$ cat src/design/pfs_pkg.sv
// Constants for the port E upper pin function select block.
// Assumes a 16-bit register port and eight muxed pins, pins 16 to 23.
package pfs_pkg;

   // Register port geometry.
   localparam int ADDR_W = 8;
   localparam int REG_W = 16;
   localparam int FIELD_W = 2;
   localparam int NUM_PINS = 8;

   // Offset of the function select register on the register port.
   localparam logic [7:0] FUNC_SEL_B_OFFSET = 8'h00;

   // Reset values: all fields select port I/O, or host-port data on host boot.
   localparam logic [15:0] FUNC_SEL_B_RESET_NORMAL = 16'h0000;
   localparam logic [15:0] FUNC_SEL_B_RESET_HOST_BOOT = 16'h5555;

   // Read value of an unmapped address.
   localparam logic [15:0] UNMAPPED_READ = 16'h0000;

   // Route codes held in each 2-bit field.
   localparam logic [1:0] ROUTE_GPIO = 2'h0;
   localparam logic [1:0] ROUTE_HOST_PORT = 2'h1;
   localparam logic [1:0] ROUTE_SERIAL = 2'h2;
   localparam logic [1:0] ROUTE_EXT_BUS = 2'h3;

   // Direction of the serial unit signal on each pin.
   localparam logic [1:0] SER_DIR_IN = 2'h0;
   localparam logic [1:0] SER_DIR_OUT = 2'h1;
   localparam logic [1:0] SER_DIR_BIDIR = 2'h2;

   // Two bits per pin, pin 16 in bits 1:0 up to pin 23 in bits 15:14.
   localparam logic [15:0] SER_DIR_MAP = 16'h0658;

endpackage : pfs_pkg

$ cat src/design/pfs_pin_route.sv
// One muxed pin: steers the pad to one of four functions by a 2-bit code.
// Assumes each function supplies its own output and enable; pad input is synchronous.
`timescale 1ns/10ps
module pfs_pin_route #(
   parameter logic [1:0] SER_DIR = pfs_pkg::SER_DIR_IN
)
(
   input wire logic [1:0] route,
   input wire logic pad_in,
   output logic pad_out,
   output logic pad_oe,
   input wire logic gpio_out,
   input wire logic gpio_oe,
   output logic gpio_in,
   input wire logic host_out,
   input wire logic host_oe,
   output logic host_in,
   input wire logic ser_out,
   input wire logic ser_oe,
   output logic ser_in,
   input wire logic ebus_out,
   input wire logic ebus_oe,
   output logic ebus_in
);

   ////////////////////////////////////////////////////////////////////////////
   always_comb
   begin
      pad_out = 1'b0;
      pad_oe = 1'b0;
      gpio_in = 1'b0;
      host_in = 1'b0;
      ser_in = 1'b0;
      ebus_in = 1'b0;
      unique case (route)
         pfs_pkg::ROUTE_GPIO:
         begin
            pad_out = gpio_out;
            pad_oe = gpio_oe;
            gpio_in = pad_in;
         end
         pfs_pkg::ROUTE_HOST_PORT:
         begin
            pad_out = host_out;
            pad_oe = host_oe;
            host_in = pad_in;
         end
         pfs_pkg::ROUTE_SERIAL:
         begin
            // A fixed-direction serial signal ignores the unit's own enable.
            pad_out = ser_out;
            if (SER_DIR == pfs_pkg::SER_DIR_OUT)
            begin
               pad_oe = 1'b1;
            end
            else if (SER_DIR == pfs_pkg::SER_DIR_BIDIR)
            begin
               pad_oe = ser_oe;
            end
            else
            begin
               pad_oe = 1'b0;
            end
            ser_in = (SER_DIR == pfs_pkg::SER_DIR_OUT) ? 1'b0 : pad_in;
         end
         pfs_pkg::ROUTE_EXT_BUS:
         begin
            pad_out = ebus_out;
            pad_oe = ebus_oe;
            ebus_in = pad_in;
         end
      endcase
   end

endmodule : pfs_pin_route

$ cat src/design/pfs_port_e_upper_mux.sv
// Function select register and pin mux for port E pins 16 to 23.
// Assumes a plain register port, a boot-mode level stable around reset,
// and peripherals that drive their own output and enable per pin.
//
// How it works
// A 16-bit read/write register chooses the function of the eight muxed pins.
// Bits 15:14 route pin 23: port I/O, host data 14, ch1 request-to-send in, bus data 30.
// Bits 13:12 route pin 22: port I/O, host data 13, ch0 clear-to-send in, bus data 29.
// Bits 11:10 route pin 21: port I/O, host data 12, ch0 request-to-send out, bus data 28.
// Bits 9:8 route pin 20: port I/O, host data 11, ch1 serial clock both ways, bus data 27.
// Bits 7:6 route pin 19: port I/O, host data 10, ch1 receive as output, bus data 26.
// Bits 5:4 route pin 18: port I/O, host data 9, ch1 transmit out, bus data 25.
// Bits 3:2 route pin 17: port I/O, host data 8, ch0 serial clock both ways, bus data 24.
// Bits 1:0 route pin 16: port I/O, host data 7, ch0 receive in, bus data 23.
// Reset clears upper field bits and sets lower ones only on host-port boot.
// A write steers the pins from the next cycle and a read returns the stored fields.
//
// The address-and-strobe port and the register addresses were decided locally.
`timescale 1ns/10ps
module pfs_port_e_upper_mux #(
   parameter int NUM_PINS = pfs_pkg::NUM_PINS
)
(
   input wire logic core_clk,
   input wire logic reset,
   input wire logic host_boot,
   input wire logic [pfs_pkg::ADDR_W-1:0] reg_addr,
   input wire logic [pfs_pkg::REG_W-1:0] reg_wdata,
   input wire logic reg_write,
   input wire logic reg_read,
   output logic [pfs_pkg::REG_W-1:0] reg_rdata,
   output logic [pfs_pkg::REG_W-1:0] pin_route,
   input wire logic [NUM_PINS-1:0] pad_in,
   output logic [NUM_PINS-1:0] pad_out,
   output logic [NUM_PINS-1:0] pad_oe,
   input wire logic [NUM_PINS-1:0] gpio_out,
   input wire logic [NUM_PINS-1:0] gpio_oe,
   output logic [NUM_PINS-1:0] gpio_in,
   input wire logic [NUM_PINS-1:0] host_port_out,
   input wire logic [NUM_PINS-1:0] host_port_oe,
   output logic [NUM_PINS-1:0] host_port_in,
   input wire logic [NUM_PINS-1:0] serial_out,
   input wire logic [NUM_PINS-1:0] serial_oe,
   output logic [NUM_PINS-1:0] serial_in,
   input wire logic [NUM_PINS-1:0] ext_bus_out,
   input wire logic [NUM_PINS-1:0] ext_bus_oe,
   output logic [NUM_PINS-1:0] ext_bus_in
);

   ////////////////////////////////////////////////////////////////////////////
   // Register port.

   logic [pfs_pkg::REG_W-1:0] port_e_upper_function_select_b;
   logic [pfs_pkg::REG_W-1:0] next_port_e_upper_function_select_b;
   logic [pfs_pkg::REG_W-1:0] next_reg_rdata;
   logic hit;

   function automatic logic [1:0] field_of(input logic [15:0] value, input int idx);
      field_of = value[idx*pfs_pkg::FIELD_W +: pfs_pkg::FIELD_W];
   endfunction : field_of

   always_comb
   begin
      hit = (reg_addr == pfs_pkg::FUNC_SEL_B_OFFSET);
      next_port_e_upper_function_select_b = port_e_upper_function_select_b;
      next_reg_rdata = pfs_pkg::UNMAPPED_READ;
      if (reset)
      begin
         // Host-port boot hands every pin to the host port data lane.
         if (host_boot)
         begin
            next_port_e_upper_function_select_b = pfs_pkg::FUNC_SEL_B_RESET_HOST_BOOT;
         end
         else
         begin
            next_port_e_upper_function_select_b = pfs_pkg::FUNC_SEL_B_RESET_NORMAL;
         end
      end
      else
      begin
         if (reg_write && hit)
         begin
            next_port_e_upper_function_select_b = reg_wdata;
         end
         if (reg_read && hit)
         begin
            next_reg_rdata = port_e_upper_function_select_b;
         end
      end
   end

   always_ff @(posedge core_clk)
   begin
      port_e_upper_function_select_b <= next_port_e_upper_function_select_b;
      reg_rdata <= next_reg_rdata;
   end

   assign pin_route = port_e_upper_function_select_b;

   ////////////////////////////////////////////////////////////////////////////
   // Pin mux, one slice per pin; index 0 is pin 16, index 7 is pin 23.

   for (genvar i = 0; i < NUM_PINS; i++)
   begin : g_pin
      logic [pfs_pkg::FIELD_W-1:0] pin_field;

      // Field i steers pin 16+i; serial direction per pin from the map.
      assign pin_field = field_of(port_e_upper_function_select_b, i);
      pfs_pin_route #(
         .SER_DIR(pfs_pkg::SER_DIR_MAP[i*2 +: 2])
      ) u_route (
         .route(pin_field),
         .pad_in(pad_in[i]),
         .pad_out(pad_out[i]),
         .pad_oe(pad_oe[i]),
         .gpio_out(gpio_out[i]),
         .gpio_oe(gpio_oe[i]),
         .gpio_in(gpio_in[i]),
         .host_out(host_port_out[i]),
         .host_oe(host_port_oe[i]),
         .host_in(host_port_in[i]),
         .ser_out(serial_out[i]),
         .ser_oe(serial_oe[i]),
         .ser_in(serial_in[i]),
         .ebus_out(ext_bus_out[i]),
         .ebus_oe(ext_bus_oe[i]),
         .ebus_in(ext_bus_in[i])
      );
   end

endmodule : pfs_port_e_upper_mux

$ cat config.mk
export PLATFORM = sky130hd
export DESIGN_NAME = pfs_port_e_upper_mux
export DESIGN_NICKNAME = d
export VERILOG_FILES = /design/src/design/pfs_pkg.sv /design/src/design/pfs_pin_route.sv /design/src/design/pfs_port_e_upper_mux.sv
export SDC_FILE = /design/constraint.sdc
export NUM_CORES = 1
export LEC_CHECK = 0
export ABC_CLOCK_PERIOD_IN_PS = 3850
export BUFFER_PORTS_ARGS = -buffer_cell sky130_fd_sc_hd__buf_2
export CAP_MARGIN = 0
export CORE_MARGIN = 5
export CORE_UTILIZATION = 42
export DETAILED_ROUTE_END_ITERATION = 12
export MAX_ROUTING_LAYER = met4
export PLACE_DENSITY = 0.87
export REMOVE_ABC_BUFFERS = 1
export SLEW_MARGIN = 40
export SYNTH_ARGS = -nofsm -noshare
export SYNTH_HDL_FRONTEND = slang
export SYNTH_SLANG_ARGS = --single-unit
export TNS_END_PERCENT = 100
$ cat constraint.sdc
create_clock -name core_clk -period 3.85 [get_ports core_clk]
set_input_delay 0.77 -clock core_clk [delete_from_list [all_inputs] [get_ports core_clk]]
set_output_delay 0.77 -clock core_clk [all_outputs]
set_load 0.05 [all_outputs]
==> summary.md, run 1 <==
| Metric | Value |
|---|---|
| Initial cell density of the core | between 40% and 50% |
| Worst path most repeated cell | buf_2 |
| Die Y | about 82 um |
| Area grow syn2layout | 30.7% |
| Slew margin rel. | 65.8% |
| Worst R2R End | reg_rdata[14] |
| Most common cell in the synthesized netlist | buf_4 |
| Resized Gates After CTS | 0 |
| Leading area contributor after synthesis | edfxtp_1 |
| # port buffers | 171 |
| RSZ-0062 raised after global routing | false |
| Worst path required time | 3080 ps |
| Yosys warning count | 0 |
| Mapped Avg Cell Area | 10.4 um2 |
| Crit Path Max Fanout | 1 |
| Critical path buffers and inverters | 2 |
| CTS tree | yes |
| Distinct cell type count after synthesis | 24 |
| CTS Hold Buffers Added | 0 |
| Crit Path Class | input port to primary output |
| Hold slack | 687 ps |
| Critical Path Source | ext_bus_out[5] |
| Crit end category | primary output |
| Average wire per standard cell | approximately 14 um |
| DRT Pass-1 Iters | 4 |
| Post-CTS Setup Bufs | 0 |
| Via count | between 1500 and 2000 |
| CP max stage cell | mux4_2 |
| First-pass GRT wire length | 8170 um |
| VDD IR max | about 0.17 mV |
| Launching point of the worst reg2reg path | pin_route[14] |
| Die area | between 6000 and 7000 um2 |
| Reg2Reg Depth | 2 |
| Synth top area share | between 20% and 30% |
| Tcrit/Tclk final | between 60% and 70% |
| Maximum clock rate | around 430 MHz |
| CTS clk-pin slew, worst paths | roughly 60 ps |
| Ranking of synthesized cells by area | edfxtp_1, buf_4, dfxtp_1 |
| Sequential share of the synthesized area | between 30% and 40% |
| Synth top cells by count | buf_4, and3_1, inv_1 |
| Max incr delay on CP | roughly 460 ps |
| CORE AREA | between 5000 and 6000 um2 |
| Post-layout net count | 436 |
| Clock sink count | 32 |
| CTS buffer count | 5 |
| H-tree levels | 2 |
| Setup TNS | 0 ps |
| HP Class | flop to flop |
| Slew @ Worst Pin | about 510 ps |
| Mapped Area | approximately 2200 um2 |
| DRC | 0 |
| Hold Vio Cnt, Final | 0 |
| Antenna-violating nets left | 0 |
| Final Skew | 5.27 ps |
| Min cycle time layout | approximately 2300 ps |
| Yosys reg bits | 32 |
| PwrDens | ~380 nW/um2 |
| Top delay family on crit path | multiplexers |
| Status | complete, no violations |
| Routed WL | 5650 um |
| Clock Tree Buf Depth | 2 |
| Largest net degree at the start of global routing | 20 |
| Critical Path End | pad_out[5] |
| Final HPWL DP | ~4700 um |
| Chip width | just over 80 um |
| 1st-iter DRT viols | 54 |
| Critical Path AT | between 1500 and 2000 ps |
| Max Cap Viol | 0 |
| Reg2reg setup slack | 2850 ps |
| Gr ovfl total | 0 |
| FP Rows | 26 |
| Final Setup Violations | 0 |
| All-Layer GR Usage | roughly 17% |
| Ratio of cells with drive above 1 in the final layout | about three fifths |
| CP cell instances | buf_2 > mux4_2 > buf_2 |
| Main synth FF type | edfxtp_1 |
| Asr flop ratio synth | 0% |
| Cells after Synth | between 200 and 250 |
| Post-synth EDFFs | 16 |
| Clk Latency, worst-skew pair | about 280 ps |
| CTS root buffer | clkbuf_8 |
| Vias in the first global route | 1905 |
| Final Max Tran Viols | 0 |
| Initial antenna violation count | 0 |
| Crit start category | input port |
| Vias/cell | about 4.7 |
| Static Leak | 1.56 nW |
| I/O Pins | roughly 180 |
| CP Depth | 3 |
| Diodes inserted | 0 |
| RePlAce Congestion | roughly 0.74 |
## worst min-delay path, cell delays in order (launching register included)
cell	delay (ps)
edfxtp_1	470
inv_1	120
nor4_1	60
## routing by layer
| layer | GRT usage [%] | share of wire (%) | up-vias |
|---|---|---|---|
| li1 | - | - | 938 |
| met1 | 16.0 | 34 | 858 |
| met2 | 32.2 | 55 | 102 |
| met3 | 3.95 | 9.6 | 10 |
| met4 | 4.82 | 1.3 | 0 |
| met5 | - | 0 | - |
## per-stage QoR
| step | setup WS (ps) | cell area, um2 | instances | util (%) | power (mW) |
|---|---|---|---|---|---|
| global placement | 1100 | 2700 | 397 | 53.5 | 0.793 |
| CTS | 1390 | 2800 | 405 | 55.5 | 1.09 |
| floorplan | 954 | 1740 | 155 | - | 0.683 |
| finish | 1520 | 2810 | 406 | 55.8 | 1.08 |
| detailed placement | 1080 | 2700 | 397 | 53.5 | 0.801 |
| global route | 1440 | 2810 | 406 | 55.8 | 1.12 |
## cells in the final DEF (no fill, tap or decap), types with 4 or more instances in the layout
master	synthesis	routed
inv_1	26	26
nor2b_1	8	8
dfxtp_1	16	16
nor4_2	8	8
o21ai_0	11	11
and3_1	29	29
edfxtp_1	16	16
nand2_1	4	4
buf_2	2	171
mux4_2	10	10
nor4_1	7	7
clkbuf_8	0	7
mux2i_1	6	6
## where the power goes
part	internal [mW]	switching [mW]
Sequential	0.376	0.0255
Combinational	0.117	0.274
Clock	0.163	0.121
Total	0.656	0.421
## cell type report
| type | instances | area [um2] |
|---|---|---|
| multi-input combinational | 97 | 853 |
| tap | 70 | 87.6 |
| fill | 472 | 2230 |
| inverter | 26 | 97.6 |
| clock buffer | 8 | 100 |
| sequential | 32 | 801 |
| timing repair buffer | 173 | 875 |
## flip-flops by register name (all words and copies together) (netlist names)
name and count:
pin_route 16, reg_rdata 16
## logic make-up after synthesis
kind of cell / count (synthesis) / share of synthesized area (%)
AND/OR/NAND/NOR: 63 / 21.0
AO/OA/AOI/OAI: 15 / 4.36
multiplexers: 16 / 13.2
flip-flops: 32 / 37.2
other: 1 / 0.174
buffers and inverters: 81 / 24.1
## how the worst min path moves through the flow
stage	slack, ps	end	cells after the start	startpoint
final	690	reg_rdata[1]	2	pin_route[1]
after global routing	730	reg_rdata[4]	2	pin_route[4]
after CTS	690	reg_rdata[1]	2	pin_route[1]
after detailed placement	680	reg_rdata[1]	2	pin_route[1]
after global placement	660	reg_rdata[3]	2	pin_route[3]
after floorplan	890	reg_rdata[3]	2	pin_route[3]
No activity file was read; power rests on OpenSTA's default activity.
==> inputs of run 2 (changes only) <==
- ABC_AREA: unset -> 1
- ABC_CLOCK_PERIOD_IN_PS: 3850 -> 2100
- CORE_UTILIZATION: 42 -> 35
- PLACE_DENSITY: 0.87 -> 0.78
- clock period: 3.85 -> 2.1 ns (I/O delays scaled with it)
==> run 2 against run 1 <==
Sequential share of layout area rose by 0.94 points. Critical endpoint is now pad_out[0]. Largest power group unchanged. Via count rose by 15%. Flip-flop and latch count did not move. Routed wire length rose by 7.4%. Area after synthesis fell by 3.3%. Die area rose by 14%. Clock skew barely moved. Critical path depth rose by 1. Count of clock-buffer cells in the layout fell by 1. Design area fell by 3.2%. First-iteration DRC count rose by 5.6%. Non-clock buffer count did not move.
==> summary.md, run 2 <==
| Metric | Value |
|---|---|
| Status | complete, no violations |
| Crit start category | flop |
| CTS clk-pin slew, worst paths | 60 ps (about the same) |
| Sequential share of the synthesized area | 38.5% (+1.3 points) |
| Crit end category | primary output |
| Commonest non-fill, non-tap cells in the layout | buf_2, nand3_1, nor2_1, nand2_1, inv_1 |
| CORE AREA | 5850 um2 (+16%) |
| FP Rows | 28 (+7.7%) |
| CP cell instances | inv_1 > nand3_1 > nand4_1 > buf_2 |
| PwrDens | 703 nW/um2 (+84%) |
| Ratio of cells with drive above 1 in the final layout | 43.8% (-16 points) |
| Critical path buffers and inverters | 2 (unchanged) |
| Vias in the first global route | 2002 (+5.1%) |
| Mapped Avg Cell Area | 7.25 um2 (-30%) |
| Crit Path Class | flop to primary output |
| Worst R2R End | reg_rdata[2] |
| Asr flop ratio synth | 0% (unchanged) |
| Vias/cell | 4.51 (-3.9%) |
| Mux contribution to synthesized area | 0% (-13 points) |
| Synth Area in Adders | 0% (unchanged) |
| Leading area contributor after synthesis | edfxtp_1 |
| Launching point of the worst reg2reg path | pin_route[2] |
| CP max stage cell | edfxtp_1 |
| Clock share of power | 23.0% (-3.4 points) |
| Average wire per standard cell | 12.4 um (-11%) |
| Gr ovfl total | 0 (unchanged) |
| Setup TNS | 0 ps (unchanged) |
| NetSw | 0.806 mW (+92%) |
| Yosys reg bits | 32 (unchanged) |
| Tcrit/Tclk final | 90.9% |
| Via count | 2203 (+15%) |
| CTS buffer count | 5 (unchanged) |
| Final Skew | 4.79 ps (-0.476 ps) |
| Cells after Synth | 287 (+38%) |
| Routed WL | 6070 um (+7.4%) |
| Antenna-violating nets left | 0 (unchanged) |
| Design Power | 1.92 mW (+78%) |
| All-Layer GR Usage | 15.2% (-1.3 points) |
| Hold Vio Cnt, Final | 0 (unchanged) |
| Internal power | 1.11 mW (+69%) |
| Largest net degree at the start of global routing | 17 (-15%) |
| Maximum clock rate | between 500 and 600 MHz |
| # port buffers | 171 (unchanged) |
| Mapped Area | 2080 um2 (-3.3%) |
| Hold Startpoint | reg_wdata[0] |
| Final Setup Violations | 0 (unchanged) |
| Post-synth EDFFs | 16 (unchanged) |
| Post-CTS Setup Bufs | 0 (unchanged) |
| Resized Gates After CTS | 0 (unchanged) |
| Static Leak | 1.56 nW (-0.29%) |
| Reg2Reg Depth | 2 (unchanged) |
| Post-Synth XOR/XNOR Area | 0% (unchanged) |
| Place WS | 497 ps (-584 ps) |
| Simple-gate share of the synthesized area | 34.7% (+14 points) |
| CTS tree | yes |
| I/O Pins | 181 (unchanged) |
| RePlAce Congestion | 0.822 (+11%) |
| Final HPWL DP | 4960 um (+6.0%) |
| DRT Pass-1 Iters | 6 (+2) |
| Synth top cells by count | buf_4, nand3_1, nand2_1, nor2_1, inv_1 |
| Area grow syn2layout | 30.8% |
| Ranking of synthesized cells by area | edfxtp_1, buf_4, dfxtp_1 |
| Max incr delay on CP | 510 ps (+50 ps) |
| Main synth FF type | edfxtp_1 |
| Largest family of logic cells by synthesized area | simple AND/OR/NAND/NOR gates |
| Hold path endpoint | pin_route[0] |
| H-tree levels | 2 (unchanged) |
| Die area | 7590 um2 (+14%) |
| Chip width | 87.1 um (+6.8%) |
| Switching Share | 42.1% (+3.0 points) |
| Yosys warning count | 0 (unchanged) |
| Clock sink count | 32 (unchanged) |
| Fin worst setup slack | 192 ps (-1330 ps) |
| Final Max Tran Viols | 0 (unchanged) |
| Hold Path Stages | 3 (+1) |
| Clock Tree Buf Depth | 2 (unchanged) |
| Core Util, Final | 46.6% (-9.2 points) |
| Finished layout cell area | 2720 um2 (-3.2%) |
| Distinct cell type count after synthesis | 16 (-33%) |
| First-pass GRT wire length | 8860 um (+8.4%) |
| DP Area | 2640 um2 (-2.1%) |
| CTS Hold Buffers Added | 0 (unchanged) |
| Max Cap Viol | 0 (unchanged) |
| Min cycle time layout | around 1900 ps |
| Most common cell in the synthesized netlist | buf_4 |
| Clk Latency, worst-skew pair | 270 ps (about the same) |
| HP Class | input port to flop |
| Top delay family on crit path | flip-flops |
| DRC | 0 (unchanged) |
| RSZ-0062 raised after global routing | false |
| Flop pwr share | 38.9% (+1.6 points) |
| VDD IR max | 0.307 mV (+85%) |
| Synth top area share | 23.1% (+0.76 points) |
| Commonest non-fill, non-tap cell in the layout | buf_2 |
| Diodes inserted | 0 (unchanged) |
| Worst path required time | 1680 ps (-1400 ps) |
| Critical Path AT | 1490 ps (-70 ps) |
| Post-layout net count | 513 (+18%) |
| Initial antenna violation count | 0 (unchanged) |
| Initial cell density of the core | 35.6% (-7.1 points) |
| Compound-Gate Fraction of Synth Area | 0.721% (-3.6 points) |
| Die Y | 87.1 um (+6.8%) |
| Crit Path Max Fanout | 8 (+7) |
| Combinational Power Share | 38.1% (+1.8 points) |
| CTS root buffer | clkbuf_8 |
| 1st-iter DRT viols | 57 (+5.6%) |
| Reg2reg setup slack | 1210 ps (-1640 ps) |
-- run 2: cell count changes after synthesis, sizes merged, moves of 6 or more --
cell,change
nand3,+42
nor2,+38
nand2,+34
and3,-29
nor3,+29
nor4,-16
mux4,-10
nand4,+10
nor2b,-8
o21ai,-8
inv,+7
mux2i,-6
-- run 2: worst max-delay path by stage --
stage,startpoint,to,cells past startpoint
detailed placement,pin_route[1],pad_out[0],4
global route,pin_route[0],ext_bus_in[0],3
CTS,pin_route[1],pad_out[0],4
finish,pin_route[1],pad_out[0],4
global placement,pin_route[2],pad_oe[1],4
floorplan,pin_route[3],ext_bus_in[1],2
-- run 2: power groups by stage --
stage	registers [mW]	logic, mW	clock network, mW
6_report	0.746	0.730	0.440
5_1_grt	0.753	0.771	0.491
4_1_cts	0.744	0.733	0.458
3_5_place_dp	0.758	0.732	0
3_3_place_gp	0.755	0.725	0
2_1_floorplan	0.841	0.420	0
-- run 2: logic make-up after synthesis --
logic type      Yosys count
simple gates            160
compound gates            3
buf+inv                  91
flops                    32
other cells               1
-- run 2: stage by stage --
step / std cells / hold slack [ps]
final: 488 / 409
after global routing: 488 / 397
after CTS: 488 / 397
after detailed placement: 480 / 689
after global placement: 480 / 686
after floorplan: 232 / 599
-- run 2: metal layers --
| metal | wire length, um | global-route usage (%) | share of wire (%) | up-vias |
|---|---|---|---|---|
| li1 | - | - | - | 1133 |
| met5 | 0 | - | 0 | - |
| met2 | 3070 | 26.8 | 51 | 99 |
| met3 | 598 | 4.92 | 9.9 | 6 |
| met1 | 2350 | 16.7 | 39 | 965 |
| met4 | 44 | 3.49 | 0.72 | 0 |
-- run 2: final cells by class --
cell class | count | area [um2]
well taps | 75 | 93.8
clock buffers | 7 | 76.3
flip-flops and latches | 32 | 801
clock inverters | 1 | 5.00
inverters | 34 | 128
fillers | 590 | 3130
repair buffers | 173 | 871
multi-input cells | 166 | 749
-- run 2: worst register-to-register path, stage by stage, from the launching register on --
cell and delay, ps:
edfxtp_1 510, inv_1 190, nor2_1 60
==> inputs of run 3 (changes only) <==
- ABC_AREA: 1 -> unset
- PLACE_DENSITY: 0.78 -> 0.77
==> run 3 against run 2 <==
Design area increased by 4.3%. Clock skew decreased by 0.78 ps. Die area increased by 3.0%. Clock power increased by 9.3%. Utilization increased by 1.2 points. Critical path type unchanged. Critical endpoint is now pad_out[5]. Largest cell class unchanged.
==> summary.md, run 3 (same netlist as run 1, synthesis figures left out) <==
| Metric | Value |
|---|---|
| Max incr delay on CP | 530 ps (+20 ps) |
| Antenna-violating nets left | 0 (unchanged) |
| # port buffers | 171 (unchanged) |
| Place WS | 181 ps (-316 ps) |
| Die area | 7820 um2 (+3.0%) |
| Crit start category | flop |
| CTS tree | yes |
| Commonest non-fill, non-tap cell in the layout | buf_2 |
| CORE AREA | 5960 um2 (+1.8%) |
| Fin worst setup slack | 134 ps (-57.8 ps) |
| Max Cap Viol | 0 (unchanged) |
| PwrDens | 683 nW/um2 (-2.9%) |
| # fillers | 607 (+2.9%) |
| Worst path required time | 1680 ps (about the same) |
| Min cycle time layout | 1970 ps (+57.8 ps) |
| CP max stage cell | mux4_2 |
| Clk Latency, worst-skew pair | 270 ps (about the same) |
| H-tree levels | 2 (unchanged) |
| Final Max Tran Viols | 0 (unchanged) |
| RePlAce Congestion | 0.698 (-15%) |
| VDD IR max | 0.334 mV (+8.8%) |
| Ratio of cells with drive above 1 in the final layout | 60.1% (+16 points) |
| Final Setup Violations | 0 (unchanged) |
| Final Skew | 4.01 ps (-0.785 ps) |
| CTS root buffer | clkbuf_8 |
| Diodes inserted | 0 (unchanged) |
| Finished layout cell area | 2840 um2 (+4.3%) |
| CP cell instances | mux4_2 > buf_2 |
| Chip width | 88.4 um (+1.5%) |
| Clock Tree Buf Depth | 2 (unchanged) |
| Post-layout net count | 441 (-14%) |
| RSZ-0062 raised after global routing | false |
| Static Leak | 1.58 nW (+1.3%) |
| Gr ovfl total | 0 (unchanged) |
| Crit Path Max Fanout | 7 (-1) |
| DRT Pass-1 Iters | 4 (-2) |
| Post-CTS Setup Bufs | 0 (unchanged) |
| Via count | 1942 (-12%) |
| Maximum clock rate | 509 MHz (-2.9%) |
| Routed WL | 5860 um (-3.5%) |
| DRC | 0 (unchanged) |
| Tcrit/Tclk final | 93.6% (+2.8 points) |
| Vias in the first global route | 1927 (-3.7%) |
| CTS Hold Buffers Added | 0 (unchanged) |
| CTS clk-pin slew, worst paths | 60 ps (about the same) |
| Initial cell density of the core | 36.2% (+0.57 points) |
| Largest net degree at the start of global routing | 17 (unchanged) |
| Clock sink count | 32 (unchanged) |
| Crit end category | primary output |
| 1st-iter DRT viols | 24 (-58%) |
| Hold Vio Cnt, Final | 0 (unchanged) |
| Status | complete, no violations |
| HP Class | input port to flop |
| Crit Path Class | flop to primary output |
| First-pass GRT wire length | 8540 um (-3.7%) |
| Initial antenna violation count | 0 (unchanged) |
| DP Area | 2750 um2 (+4.1%) |
| Average wire per standard cell | 14.1 um (+13%) |
| Vias/cell | 4.67 (+3.4%) |
| Resized Gates After CTS | 0 (unchanged) |
| Core Util, Final | 47.7% (+1.2 points) |
| Critical Path AT | 1550 ps (+60 ps) |
| Area grow syn2layout | 32.0% |
| FP Rows | 28 (unchanged) |
| Die Y | 88.4 um (+1.5%) |
| I/O Pins | 181 (unchanged) |
| All-Layer GR Usage | 14.6% (-0.60 points) |
| Commonest non-fill, non-tap cells in the layout | buf_2, and3_1, inv_1, edfxtp_1, dfxtp_1 |
| CTS buffer count | 5 (unchanged) |
| Final HPWL DP | 5010 um (+1.0%) |
-- run 3: cell count changes in the layout (fill, tap and decap cells not counted), sizes merged, moves of 10 or more --
cell   delta
nor3     -29
and3     +29
nor2     -38
nor4     +16
nand2    -34
nand4    -10
nand3    -42
mux4     +10
-- run 3: critical path: cells and delay by family (launching register included) --
kind     cells  cell delay [ps]
flops        1              520
mux          1              530
buf+inv      1              230
-- run 3: power breakdown --
part           internal, mW  switching [mW]
Combinational         0.219           0.503
Sequential            0.689          0.0480
Clock                 0.267           0.214
Total                  1.18           0.765
-- run 3: path summary, 6_finish.rpt --
kind	startpoint	end	slack [ps]	depth (start not counted)
worst min-delay path	reg_wdata[11]	pin_route[11]	430	2
worst min register to register	pin_route[3]	reg_rdata[3]	690	2
worst max-delay path	pin_route[10]	pad_out[5]	130	2
worst max register to register	pin_route[10]	reg_rdata[10]	1110	2
-- run 3: cell type report --
class                           count  area, um2  share of cell area (%)
Timing Repair Buffer              178        908                    32.0
Sequential cell                    32        801                    28.2
Inverter                           26       97.6                    3.43
Clock buffer                        8       90.1                    3.17
Multi-Input combinational cell     97        851                    29.9
Tap cell                           75       93.8                    3.30
-- run 3: per-layer routing --
| metal | global-route usage [%] | share of wire [%] |
|---|---|---|
| met1 | 15.2 | 36 |
| met2 | 27.1 | 52 |
| met3 | 4.28 | 12 |
| met4 | 3.30 | 0.36 |
| met5 | - | 0 |
-- run 3: per-stage QoR --
step	hold slack (ps)	TNS (ps)	power, mW	cells
2_1_floorplan	611	-8060	1.25	155
5_1_grt	425	0	2.04	416
3_5_place_dp	678	0	1.48	408
4_1_cts	421	0	1.97	416
3_3_place_gp	665	0	1.47	408
6_report	433	0	1.94	416
